--- src/pkg/cmwd_map.svh ---
// register map and timing constants for the clock mode and watchdog block
// assumes inclusion by bare name from design files
`ifndef CMWD_MAP_SVH
`define CMWD_MAP_SVH
`define CMWD_ADDR_CTRL      12'h000
`define CMWD_ADDR_CORE      12'h004
`define CMWD_ADDR_MASK      12'h008
`define CMWD_ADDR_CMD       12'h00c
`define CMWD_ADDR_STATUS    12'h010
`define CMWD_CTRL_RESET     8'h00
`define CMWD_CORE_RESET     8'hff
`define CMWD_MASK_RESET     8'h00
`define CMWD_BIT_WDT_EN     0
`define CMWD_BIT_CLKSEL_LO  3
`define CMWD_BIT_CLKSEL_HI  5
`define CMWD_BIT_PLL_EN     6
`define CMWD_BIT_TOP        7
`define CMWD_BIT_PSR_HI     2
`define CMWD_BIT_PAB        3
`define CMWD_BIT_PORT70_EDGE_SELECT      7
`define CMWD_BIT_MASK_P70   3
`define CMWD_BIT_MASK_P71   4
`define CMWD_BIT_MASK_P73   7
`define CMWD_BIT_CMD_CLEAR  0
`define CMWD_BIT_CMD_SLEEP  1
`define CMWD_WDT_PERIOD_US  18000
`define CMWD_RC_KHZ         1
`define CMWD_PLL_LOCK_US    2000
`define CMWD_CLK_MHZ        10
`define CMWD_SYNC_SETTLE    2'h3
`endif

--- src/pkg/cmwd_pkg.sv ---
// types for the clock mode and watchdog block
// assumes nothing else
package cmwd_pkg;
  typedef enum logic [1:0] {
    CMWD_OSC_CRYSTAL = 2'h0,
    CMWD_OSC_IRC     = 2'h1,
    CMWD_OSC_ERC     = 2'h2
  } cmwd_osc_t;

  typedef enum logic [1:0] {
    CMWD_CPU_SUB  = 2'h0,
    CMWD_CPU_LOW  = 2'h1,
    CMWD_CPU_HIGH = 2'h2
  } cmwd_cpu_clk_t;

  typedef enum logic [1:0] {
    CMWD_SW_GREEN = 2'h0,
    CMWD_SW_WAIT  = 2'h1,
    CMWD_SW_NORM  = 2'h3
  } cmwd_sw_state_t;

  typedef struct packed {
    logic p70;
    logic p71;
    logic p73;
  } cmwd_wake_pins_t;
endpackage

--- src/logic/cmwd_sync.sv ---
// two flip-flop synchroniser, one per bit
// assumes inputs asynchronous to clk_sys_in
`timescale 1ns/1ns
`default_nettype none
module cmwd_sync #(
  parameter int WIDTH = 1
) (
  input  wire logic             clk_sys_in,
  input  wire logic             rst_n_in,
  input  wire logic [WIDTH-1:0] async_in,
  output logic      [WIDTH-1:0] sync_out
);
  if (WIDTH < 1) begin : g_bad_width
    $error("width must be positive");
  end
  logic [WIDTH-1:0] stage1;
  logic [WIDTH-1:0] next_stage1;
  logic [WIDTH-1:0] next_sync;
  always_comb begin
    next_stage1 = rst_n_in ? async_in : '0;
    next_sync   = rst_n_in ? stage1 : '0;
  end
  always_ff @(posedge clk_sys_in) begin
    stage1   <= next_stage1;
    sync_out <= next_sync;
  end
endmodule // cmwd_sync
`default_nettype wire

--- src/logic/cmwd_wdt.sv ---
// watchdog counter with optional 1:1..1:128 prescale
// assumes rc_tick_in is a synchronised one-cycle pulse per rc period
`timescale 1ns/1ns
`default_nettype none
`include "cmwd_map.svh"
module cmwd_wdt #(
  parameter int CNT_W    = 16,
  parameter int TIMEOUT  = 18
) (
  input  wire logic       clk_sys_in,
  input  wire logic       rst_n_in,
  input  wire logic       enable_in,
  input  wire logic       clear_in,
  input  wire logic       rc_tick_in,
  input  wire logic       pab_in,
  input  wire logic [2:0] psr_in,
  output logic            expire_out
);
  if (TIMEOUT < 1 || TIMEOUT >= (1 << CNT_W)) begin : g_bad_timeout
    $error("watchdog timeout does not fit");
  end
  logic [7:0]       pre;
  logic [CNT_W-1:0] cnt;
  logic [7:0]       next_pre;
  logic [CNT_W-1:0] next_cnt;
  logic             next_expire;
  logic             step;
  logic [7:0]       pre_top;
  always_comb begin
    pre_top     = 8'((9'h1 << psr_in) - 9'h1);
    step        = rc_tick_in && (!pab_in || pre == pre_top);
    next_pre    = pre;
    next_cnt    = cnt;
    next_expire = 1'b0;
    if (!rst_n_in || clear_in || !enable_in) begin
      next_pre = 8'h00;
      next_cnt = '0;
    end else if (rc_tick_in) begin
      next_pre = (pab_in && pre != pre_top) ? 8'(pre + 8'h01) : 8'h00;
      if (step) begin
        if (cnt == CNT_W'(TIMEOUT - 1)) begin
          next_cnt    = '0;
          next_expire = 1'b1;
        end else begin
          next_cnt = CNT_W'(cnt + 1'b1);
        end
      end
    end
  end
  always_ff @(posedge clk_sys_in) begin
    pre        <= next_pre;
    cnt        <= next_cnt;
    expire_out <= next_expire;
  end
endmodule // cmwd_wdt
`default_nettype wire

--- src/logic/cmwd_top.sv ---
// clock mode selection, pll power, watchdog and sleep wake-up control
// assumes apb master on clk_sys_in; rc clock and wake pins are asynchronous
// Operation
// - control bit 0 stops watchdog when clear, lets it count when set
// - clear instruction returns watchdog counter to its start value
// - watchdog counts on its own rc oscillator, also during sleep
// - enabled watchdog expiry resets device, awake or asleep
// - software may toggle watchdog enable at any time in either mode
// - unprescaled watchdog expires about 18 ms after clearing
// - main clock select bits act only in crystal mode
// - with pll on, top select bit picks 3.582 MHz or 14.3 MHz
// - with pll off, cpu runs from 32768 Hz sub clock
// - setting pll power bit enters high-frequency mode from pll clock
// - pll power bit acts only in crystal mode
// - sleep with top bits zero ignores timer and counter-1 time-outs
// - watchdog expiry in sleep resets and restarts at address zero
// - enabled port 7 pin 0, 1, 3 edge in sleep resets device
// - pin 0 wake gated by mask bit 3, edge chosen by core bit 7
// - pin 3 wake gated by mask bit 7, falling edge only
// - pin 1 wake gated by mask bit 4, falling edge only
// - prescaler assigned to watchdog divides by 1 to 128
// - edge select zero gives both edges, one gives falling only
//
// Design decisions made here: the address map and the APB interface to the registers.
`timescale 1ns/1ns
`default_nettype none
`include "cmwd_map.svh"
module cmwd_top #(
  parameter int PLL_LOCK_CYCLES = (`CMWD_PLL_LOCK_US * `CMWD_CLK_MHZ),
  parameter int WDT_TICKS       = (`CMWD_WDT_PERIOD_US * `CMWD_RC_KHZ) / 1000
) (
  input  wire logic                 clk_sys_in,
  input  wire logic                 rst_n_in,
  input  wire logic                 psel,
  input  wire logic                 penable,
  input  wire logic                 pwrite,
  input  wire logic [11:0]          paddr,
  input  wire logic [31:0]          pwdata,
  output logic      [31:0]          prdata,
  output logic                      pready,
  output logic                      pslverr,
  input  wire cmwd_pkg::cmwd_osc_t  osc_mode_in,
  input  wire logic                 wdt_rc_clk_in,
  input  wire cmwd_pkg::cmwd_wake_pins_t wake_pins_in,
  input  wire logic                 timer_timeout_in,
  input  wire logic                 counter1_timeout_in,
  output cmwd_pkg::cmwd_cpu_clk_t   cpu_clk_sel_out,
  output logic                      pll_power_out,
  output logic                      sleeping_out,
  output logic                      timer_wake_out,
  output logic                      core_reset_out
);
  if (PLL_LOCK_CYCLES < 1 || PLL_LOCK_CYCLES >= (1 << 20)) begin : g_bad_lock
    $error("bad pll lock count");
  end
  if (WDT_TICKS < 1) begin : g_bad_ticks
    $error("bad watchdog period");
  end

  // synchronised asynchronous inputs
  logic [3:0] sync_q;
  cmwd_sync #(.WIDTH(4)) u_sync (
    .clk_sys_in (clk_sys_in),
    .rst_n_in   (rst_n_in),
    .async_in   ({wdt_rc_clk_in, wake_pins_in.p73, wake_pins_in.p71, wake_pins_in.p70}),
    .sync_out   (sync_q)
  );

  // registers and state
  logic [7:0]               ctrl;
  logic [7:0]               core;
  logic [7:0]               mask;
  logic                     sleeping;
  logic [3:0]               prev_q;
  logic [19:0]              lock_cnt;
  cmwd_pkg::cmwd_sw_state_t sw_state;
  logic [1:0]               settle;
  logic [7:0]               next_ctrl;
  logic [7:0]               next_core;
  logic [7:0]               next_mask;
  logic                     next_sleeping;
  logic [3:0]               next_prev_q;
  logic [19:0]              next_lock_cnt;
  cmwd_pkg::cmwd_sw_state_t next_sw_state;
  logic [1:0]               next_settle;
  logic [31:0]              next_prdata;
  logic                     next_pslverr;
  logic                     next_core_reset;

  logic wr;
  logic setup;
  logic settled;
  logic clr_cmd;
  logic slp_cmd;
  logic crystal;
  logic pll_req;
  logic wdt_expire;
  logic rc_tick;
  logic fall70;
  logic rise70;
  logic fall71;
  logic fall73;
  logic pin_wake;

  assign wr      = psel && penable && pwrite;
  assign setup   = psel && !penable;
  assign pready  = 1'b1;
  assign clr_cmd = wr && paddr == `CMWD_ADDR_CMD && pwdata[`CMWD_BIT_CMD_CLEAR];
  assign slp_cmd = wr && paddr == `CMWD_ADDR_CMD && pwdata[`CMWD_BIT_CMD_SLEEP];
  assign crystal = osc_mode_in == cmwd_pkg::CMWD_OSC_CRYSTAL;
  assign pll_req = crystal && ctrl[`CMWD_BIT_PLL_EN];
  // synchroniser comes out of reset at zero; hold edges off until it shows the pins
  assign settled = settle == `CMWD_SYNC_SETTLE;
  assign rc_tick = settled && sync_q[3] && !prev_q[3];
  assign fall70  = settled && prev_q[0] && !sync_q[0];
  assign rise70  = settled && !prev_q[0] && sync_q[0];
  assign fall71  = settled && prev_q[1] && !sync_q[1];
  assign fall73  = settled && prev_q[2] && !sync_q[2];
  assign pin_wake =
      (mask[`CMWD_BIT_MASK_P70] && (fall70 || (!core[`CMWD_BIT_PORT70_EDGE_SELECT] && rise70)))
    || (mask[`CMWD_BIT_MASK_P71] && fall71)
    || (mask[`CMWD_BIT_MASK_P73] && fall73);

  cmwd_wdt #(.CNT_W(16), .TIMEOUT(WDT_TICKS)) u_wdt (
    .clk_sys_in (clk_sys_in),
    .rst_n_in   (rst_n_in),
    .enable_in  (ctrl[`CMWD_BIT_WDT_EN]),
    .clear_in   (clr_cmd),
    .rc_tick_in (rc_tick),
    .pab_in     (core[`CMWD_BIT_PAB]),
    .psr_in     (core[`CMWD_BIT_PSR_HI:0]),
    .expire_out (wdt_expire)
  );

  // register file, sleep and reset
  always_comb begin
    next_ctrl       = ctrl;
    next_core       = core;
    next_mask       = mask;
    next_sleeping   = sleeping;
    next_prev_q     = sync_q;
    next_prdata     = prdata;
    next_pslverr    = 1'b0;
    next_core_reset = 1'b0;
    next_settle     = settled ? settle : 2'(settle + 2'h1);
    if (wr) begin
      case (paddr)
        `CMWD_ADDR_CTRL: next_ctrl = pwdata[7:0];
        `CMWD_ADDR_CORE: next_core = pwdata[7:0];
        `CMWD_ADDR_MASK: next_mask = pwdata[7:0];
        `CMWD_ADDR_CMD:  next_sleeping = sleeping || slp_cmd;
        default:         ;
      endcase
    end
    // captured in setup so that data and error stand through the zero-wait access
    if (setup) begin
      case (paddr)
        `CMWD_ADDR_CTRL:   next_prdata = {24'h000000, ctrl};
        `CMWD_ADDR_CORE:   next_prdata = {24'h000000, core};
        `CMWD_ADDR_MASK:   next_prdata = {24'h000000, mask};
        `CMWD_ADDR_CMD:    next_prdata = 32'h00000000;
        `CMWD_ADDR_STATUS: begin
          next_prdata  = {28'h0000000, sw_state, pll_power_out, sleeping};
          next_pslverr = pwrite;
        end
        default: begin
          next_prdata  = 32'h00000000;
          next_pslverr = 1'b1;
        end
      endcase
    end
    // only the wdt and pin edges leave this sleep; timer sources are ignored
    if (wdt_expire || (sleeping && pin_wake)) begin
      next_core_reset = 1'b1;
      next_sleeping   = 1'b0;
    end
    if (!rst_n_in) begin
      next_ctrl     = `CMWD_CTRL_RESET;
      next_core     = `CMWD_CORE_RESET;
      next_mask     = `CMWD_MASK_RESET;
      next_sleeping = 1'b0;
      next_prev_q   = 4'h0;
      next_prdata   = 32'h00000000;
      next_pslverr    = 1'b0;
      next_core_reset = 1'b0;
      next_settle     = 2'h0;
    end
  end

  // timer wake is only honoured outside the documented sleep flavour
  assign timer_wake_out = sleeping && (ctrl[`CMWD_BIT_TOP] || ctrl[`CMWD_BIT_PLL_EN])
                          && (timer_timeout_in || counter1_timeout_in);

  // clock switch: hold sub clock until pll count lock elapses
  always_comb begin
    next_sw_state = sw_state;
    next_lock_cnt = lock_cnt;
    case (sw_state)
      cmwd_pkg::CMWD_SW_GREEN: begin
        next_lock_cnt = 20'h00000;
        if (pll_req) next_sw_state = cmwd_pkg::CMWD_SW_WAIT;
      end
      cmwd_pkg::CMWD_SW_WAIT: begin
        if (!pll_req) begin
          next_sw_state = cmwd_pkg::CMWD_SW_GREEN;
        end else if (lock_cnt == 20'(PLL_LOCK_CYCLES - 1)) begin
          next_sw_state = cmwd_pkg::CMWD_SW_NORM;
        end else begin
          next_lock_cnt = 20'(lock_cnt + 20'h00001);
        end
      end
      cmwd_pkg::CMWD_SW_NORM: begin
        if (!pll_req) next_sw_state = cmwd_pkg::CMWD_SW_GREEN;
      end
      default: next_sw_state = cmwd_pkg::CMWD_SW_GREEN;
    endcase
    if (!rst_n_in) begin
      next_sw_state = cmwd_pkg::CMWD_SW_GREEN;
      next_lock_cnt = 20'h00000;
    end
  end

  always_ff @(posedge clk_sys_in) begin
    ctrl           <= next_ctrl;
    core           <= next_core;
    mask           <= next_mask;
    sleeping       <= next_sleeping;
    prev_q         <= next_prev_q;
    prdata         <= next_prdata;
    pslverr        <= next_pslverr;
    core_reset_out <= next_core_reset;
    sw_state       <= next_sw_state;
    lock_cnt       <= next_lock_cnt;
    settle         <= next_settle;
  end

  // rc modes ignore select bits and pll; the switch is glitch-free by state
  always_comb begin
    pll_power_out = pll_req && !sleeping;
    if (sw_state != cmwd_pkg::CMWD_SW_NORM || !pll_req) begin
      cpu_clk_sel_out = cmwd_pkg::CMWD_CPU_SUB;
    end else if (ctrl[`CMWD_BIT_CLKSEL_HI]) begin
      cpu_clk_sel_out = cmwd_pkg::CMWD_CPU_HIGH;
    end else begin
      cpu_clk_sel_out = cmwd_pkg::CMWD_CPU_LOW;
    end
    sleeping_out = sleeping;
  end
endmodule // cmwd_top
`default_nettype wire

--- config.mk ---
export PLATFORM = sky130hd
export DESIGN_NAME = cmwd_top
export DESIGN_NICKNAME = d
export VERILOG_FILES = /design/src/pkg/cmwd_pkg.sv /design/src/logic/cmwd_sync.sv /design/src/logic/cmwd_wdt.sv /design/src/logic/cmwd_top.sv
export VERILOG_INCLUDE_DIRS = /design/src /design/src/pkg
export SDC_FILE = /design/constraint.sdc
export NUM_CORES = 1
export LEC_CHECK = 0
export ABC_CLOCK_PERIOD_IN_PS = 2400
export BUFFER_PORTS_ARGS = -buffer_cell sky130_fd_sc_hd__buf_2
export CELL_PAD_IN_SITES_DETAIL_PLACEMENT = 0
export CELL_PAD_IN_SITES_GLOBAL_PLACEMENT = 1
export CORE_UTILIZATION = 41
export CTS_BUF_LIST = sky130_fd_sc_hd__clkbuf_8 sky130_fd_sc_hd__clkbuf_16
export CTS_CLUSTER_SIZE = 16
export DETAILED_ROUTE_END_ITERATION = 16
export GPL_ROUTABILITY_DRIVEN = 0
export HOLD_SLACK_MARGIN = 0.03
export PLACE_DENSITY = 0.89
export SYNTH_ARGS = -nofsm -noshare
export SYNTH_HDL_FRONTEND = slang
export SYNTH_SLANG_ARGS = --single-unit
--- constraint.sdc ---
create_clock -name clk_sys_in -period 2.4 [get_ports clk_sys_in]
set_input_delay 0 -clock clk_sys_in [delete_from_list [all_inputs] [get_ports clk_sys_in]]
set_output_delay 0 -clock clk_sys_in [all_outputs]
set_load 0.05 [all_outputs]
== Word level (Yosys, flattened, before mapping) ==
Cells that the tools add are included.

* Muxes and demuxes: 16
* Equality and inequality tests: 17
* Reduce and logical (&&, ||, !) cells: 65
* Add/sub/neg operators: 5
* Bitwise logic cells: 3
* Shift operators: 1

{| class="wikitable"
|+ Operators by type and width
! kind !! number
|-
| two-way mux 20 bit || 2
|-
| case mux 20 bit (2 select lines) || 1
|-
| case mux 8 bit (4 select lines) || 1
|-
| logical AND 1 bit || 27
|-
| == test 12 x 4 -> 1 bit (second input constant) || 2
|-
| adder 20 x 1 -> 20 bit (second input constant) || 1
|-
| == test 20 x 15 -> 1 bit (second input constant) || 1
|-
| adder 16 x 1 -> 16 bit (second input constant) || 1
|-
| == test 16 x 5 -> 1 bit (second input constant) || 1
|-
| two-way mux 16 bit || 1
|-
| == test 12 x 3 -> 1 bit (second input constant) || 1
|-
| == test 12 x 5 -> 1 bit (second input constant) || 1
|-
| logical NOT 1 bit || 12
|-
| logical NOT 12 bit || 1
|-
| two-way mux 2 bit || 6
|-
| AND reduction 2 bit || 6
|-
| logical OR 1 bit || 11
|-
| inequality test 2 bit (second input constant) || 5
|-
| adder 8 x 1 -> 8 bit (second input constant) || 1
|-
| == test 8 bit || 1
|-
| two-way mux 8 bit || 1
|-
| inequality test 8 bit || 1
|-
| << shifter 1 x 3 -> 8 bit (first input constant) || 1
|-
| subtractor 8 x 1 -> 8 bit (second input constant) || 1
|-
| other kinds (14) || 20
|}

* Input bits: 57
* Bits in registers: 120
* Logic and storage cells: 123
* Output and inout bits: 40

== Longest topological paths before layout ==
* Depth in word-level cells: 11
* Depth in mapped cells: 10
* Depth with buffers taken out: 7

== Modules after synthesis ==
From an unflattened synthesis, not the netlist that was laid out.

* Cells, all modules: 614
* Area total of the unflattened synthesis: 4968.5 µm²

{| class="wikitable"
|+ By module, submodules not included
! module !! area each (µm²) !! cells an instance !! instances !! seq. area each (µm²)
|-
| cmwd_top || 3293.2 || 417 || 1 || 1261.2
|-
| cmwd_wdt || 1465.2 || 181 || 1 || 500.5
|-
| cmwd_sync || 210.2 || 16 || 1 || 160.2
|}

== Worst setup path before layout ==
No wires, ideal clock.

* Kind: register -> register
* Start point: reg settle[0]
* End point: reg u_wdt.cnt[10]
* Setup slack: 0.202 ns
* Buffers on the path: 2
* Period minus slack after synthesis: 2.198 ns
* Data arrival time: 2.132 ns
* Cell stages (with the launch flop): 10
* Data required time: 2.334 ns
* Library setup time: 0.066 ns
* Path through: dfxtp_1 ha_1 and3b_1 buf_2 o31ai_1 a211oi_2 a32oi_2 buf_6 or4_4 a21oi_2

* Longest elaborated chain between the ends: 5

{| class="wikitable"
|+ Ends and longest elaborated chain
! element !! RTL line !! RTL
|-
| start, declared || cmwd_top.sv:77 || <nowiki>logic [1:0] settle;</nowiki>
|-
| start signal, assigned || cmwd_top.sv:234 || <nowiki>settle <= next_settle;</nowiki>
|-
| == test 2 bit (no source line) * || n/a ||
|-
| logical AND 1 bit * (2 in series) || cmwd_top.sv:114 || <nowiki>assign rc_tick = settled && sync_q[3] && !prev_q[3];</nowiki>
|-
| logical AND 1 bit || cmwd_wdt.sv:31 || <nowiki>step = rc_tick_in && (!pab_in || pre == pre_top);</nowiki>
|-
| AND reduction 2 bit (no source line) * || n/a ||
|-
| end signal, assigned || cmwd_wdt.sv:52 || <nowiki>cnt <= next_cnt;</nowiki>
|-
| end, declared || cmwd_wdt.sv:23 || <nowiki>logic [CNT_W-1:0] cnt;</nowiki>
|}

Every way passes the cells marked *; elsewhere a longest branch is shown, timed or not.
A chain may end at the register's enable or synchronous reset.

== Worst setup path in the final report ==
* Start point: reg core[1]
* End point: reg u_wdt.cnt[10]

* Longest elaborated chain between the ends: 6

{| class="wikitable"
|+ Ends and longest elaborated chain
! element !! RTL line !! RTL
|-
| start, declared || cmwd_top.sv:71 || <nowiki>logic [7:0] core;</nowiki>
|-
| start signal, assigned || cmwd_top.sv:225 || <nowiki>core <= next_core;</nowiki>
|-
| << shifter 1 x 3 -> 8 bit || cmwd_wdt.sv:30 || <nowiki>pre_top = 8'((9'h1 << psr_in) - 9'h1);</nowiki>
|-
| subtractor 8 x 1 -> 8 bit || cmwd_wdt.sv:30 ||
|-
| == test 8 bit || cmwd_wdt.sv:31 ||
|-
| logical OR 1 bit || cmwd_wdt.sv:31 ||
|-
| logical AND 1 bit || cmwd_wdt.sv:31 ||
|-
| AND reduction 2 bit (no source line) || n/a ||
|}

Every way passes these cells.

==> run summary <==
The highest clock frequency the design can meet is 444 MHz. The pin slew with the least headroom to its limit is 0.542 ns. The count of buffers added by post-CTS timing repair for setup is 0. The standard cell with the maximum stage delay on the critical path is or4_4. The filler cells instantiated in the layout total 1034. Synthesis produced a netlist whose cell count is 538. The detailed placement HPWL is 6.81 mm.

The maximum number of pins on one net before global-route repair is 51. The number of antenna violations at the first check in global routing is 0. The commonest non-fill, non-tap cell in the layout is dfxtp_1. The fraction of layout cells with a size suffix above 1 is 0.161.

In the final routed layout, each cell accounts on average for 13.1 µm. The mapped cell area came out at 0.00470 mm². In this run the number of H-tree levels came out at 3. The initial cell density of the core is 0.426. The number of global-route vias before repair came to 3592.

The worst-case clock buffer depth is 2. The chip width came out at 109 µm. The count of final max-slew check failures came out at 0. The critical path launch point type is a flop. The overall routed net length is 9.76 mm. The clock input transition at the sequential cells of the worst setup and hold paths came out at 0.07 ns.

The count of boundary I/O pins is 97. The number of antenna diodes in the final layout is 0. The number of hold violations in the final report is 0. The highest cell delay on the worst timing path came out at 0.52 ns. The post-layout minimum cycle time is 2.25 ns. The number of vias after detailed routing is 3855. The worst setup path is captured at a flop.

The power per cell area is 604 mW/mm². The max capacitance violation total is 0. The number of port buffers came out at 47.

The final layout contains 660 nets. The total number of yosys warnings is 0. The relative slew slack is 0.629. For this run the aggregate overflow at the end of global routing stands at 0.

The number of synthesized flops with an enable pin is 0. The async set-reset flop share out of synthesis is 0. The clock reaches the later pin of the worst-skew pair after 0.34 ns. The clock net in this run drives a total of 96 sinks.

The mean instance size in the synthesized netlist is 8.74 µm². Across every metal layer, demand over resource in global routing totals 0.173. The iteration count of the initial detailed-routing pass is 4.

The wire length of the first global-routing pass is 16.4 mm. The setup clock skew after layout is 0.00984 ns. The maximum net fanout on the critical path is 34. TritonCTS built the clock tree. The required time of the critical path is 2.67 ns. The type of the tightest min-delay check is in -> reg. After detailed routing, the number of vias per cell comes to 5.19. Once placement finished, the instance area stood at 0.00502 mm². The utilization after layout came out at 0.499. The top cell types in the final layout, fill and taps aside, are dfxtp_1, nand2_1, buf_2, nor2_1, mux2i_1.

The cell at the root of the clock tree is clkbuf_16. The flip-flop and latch count after synthesis came out at 96. Of the available clock period, the critical path in the final layout requires 0.938. The row count came out at 38. The analysis attributes to cell leakage a power of 0.00204 µW. The count of cell types in the netlist is 55. The remaining antenna violation count came out at 0. The first-iteration detailed-routing DRC count is 184.

Setup violations remaining at the end of the flow were counted as 0. The number of DRC violations after detailed routing is 0. The worst setup path is of the reg -> reg kind.

The area growth from synthesis to layout is 16.9%. The floorplan step defined a die boundary enclosing 0.0119 mm². From bottom edge to top edge, the die measures 109 µm. The worst IR drop on VDD is 290 µV.

Setup repair after global routing left no endpoint under its margin. The flow ran to the end, and the final reports show no timing, DRC or antenna violations. The final instance area came out at 0.00550 mm². The area of the core came out at 0.0110 mm². The most used flip-flop cell after synthesis is dfxtp_1. Walking the worst path, the cells encountered are a2111o_1, a211oi_2, a32oi_2, buf_12, or4_4, a21oi_2.

The number of clock buffers inserted by TritonCTS is 9. The final-layout setup total negative slack came out at 0 ns. At the worst endpoint, the arrival time is 2.52 ns.

Of the synthesized area, sequential elements account for 0.409.
==> sequential cells by signal (all words and copies together) (netlist names), 8 cells and up <==
register / cells
core: 8
ctrl: 8
lock_cnt: 20
mask: 8
prdata: 8
u_wdt.cnt: 16
u_wdt.pre: 8
==> area by class of cell <==
type,count,area (µm²),share of cell area
Tap cell,140,175,0.0318
Sequential cell,96,1920,0.349
Clock buffer,9,225,0.0409
Inverter,12,45.0,0.00819
Clock inverter,7,87.6,0.0159
Multi-Input combinational cell,402,2530,0.461
Timing Repair Buffer,77,510,0.0928
==> cells in the mapped netlist, types with 9 or more instances <==
library cell	instances	area [µm²]
a21oi_1	29	145
and2_1	19	119
and3_1	10	62.6
buf_4	25	188
clkbuf_1	17	63.8
dfxtp_1	96	1920
inv_1	11	41.3
mux2i_1	37	370
nand2_1	47	176
nand3_1	21	105
nand4_1	13	81.3
nor2_1	40	150
nor2b_1	26	163
o21ai_0	21	105
or3_1	9	56.3
xnor2_1	19	166
==> final timing paths <==
check,cells after the start,slack (ns),to,from
setup / recovery,6,0.15,u_wdt.cnt[10],core[1]
hold / removal,4,0.09,sw_state[0],osc_mode_in[1]
setup reg to reg,6,0.15,u_wdt.cnt[10],core[1]
hold reg to reg,1,0.44,u_sync.sync_out[2],u_sync.stage1[2]
==> metrics by stage <==
stage / power, µW / cells / hold slack (ns) / worst slack, ns
3_5_place_dp: 1850 / 712 / 0.218 / 0.165
5_1_grt: 3450 / 743 / 0.0878 / 0.0344
3_3_place_gp: 1840 / 712 / 0.223 / 0.229
2_1_floorplan: 1830 / 561 / 0.125 / 0.202
6_report: 3320 / 743 / 0.0851 / 0.148
4_1_cts: 3350 / 743 / 0.0699 / 0.128
==> power by group <==
group / switching (µW) / internal, µW
Combinational: 144 / 70.0
Clock: 586 / 905
Sequential: 7.64 / 1610
Total: 738 / 2580
==> per-layer routing <==
layer  wire, µm  up-vias  share of wire  global-route usage
met5          0        -              0                   0
met4         96        0         0.0098              0.0454
met2       4550       97           0.47               0.287
met3        450        8          0.046              0.0448
li1           -     1957              -                   -
met1       4660     1793           0.48               0.223
==> logic make-up after synthesis <==
logic type | Yosys count | synth area share
compound gates | 92 | 0.129
other cells | 2 | 0.00160
flops | 96 | 0.409
xor+xnor | 26 | 0.0484
buf+inv | 63 | 0.0734
mux | 39 | 0.0835
simple gates | 215 | 0.242
fa+ha+maj | 5 | 0.0133
==> worst max-delay path, delay by kind of cell (launching register included) <==
kind / cells / cell delay [ns]
compound gates: 4 / 1.05
flops: 1 / 0.43
simple gates: 1 / 0.52
buf+inv: 1 / 0.19
==> what timing repair did <==
item / 4_1_cts / 5_1_grt
endpoints found under the hold margin: 28 / 0
setup endpoints to repair: 0 / 5
resized for setup: 0 / 2
hold buffers: 15 / 0
(Power assumes the default switching activity.)
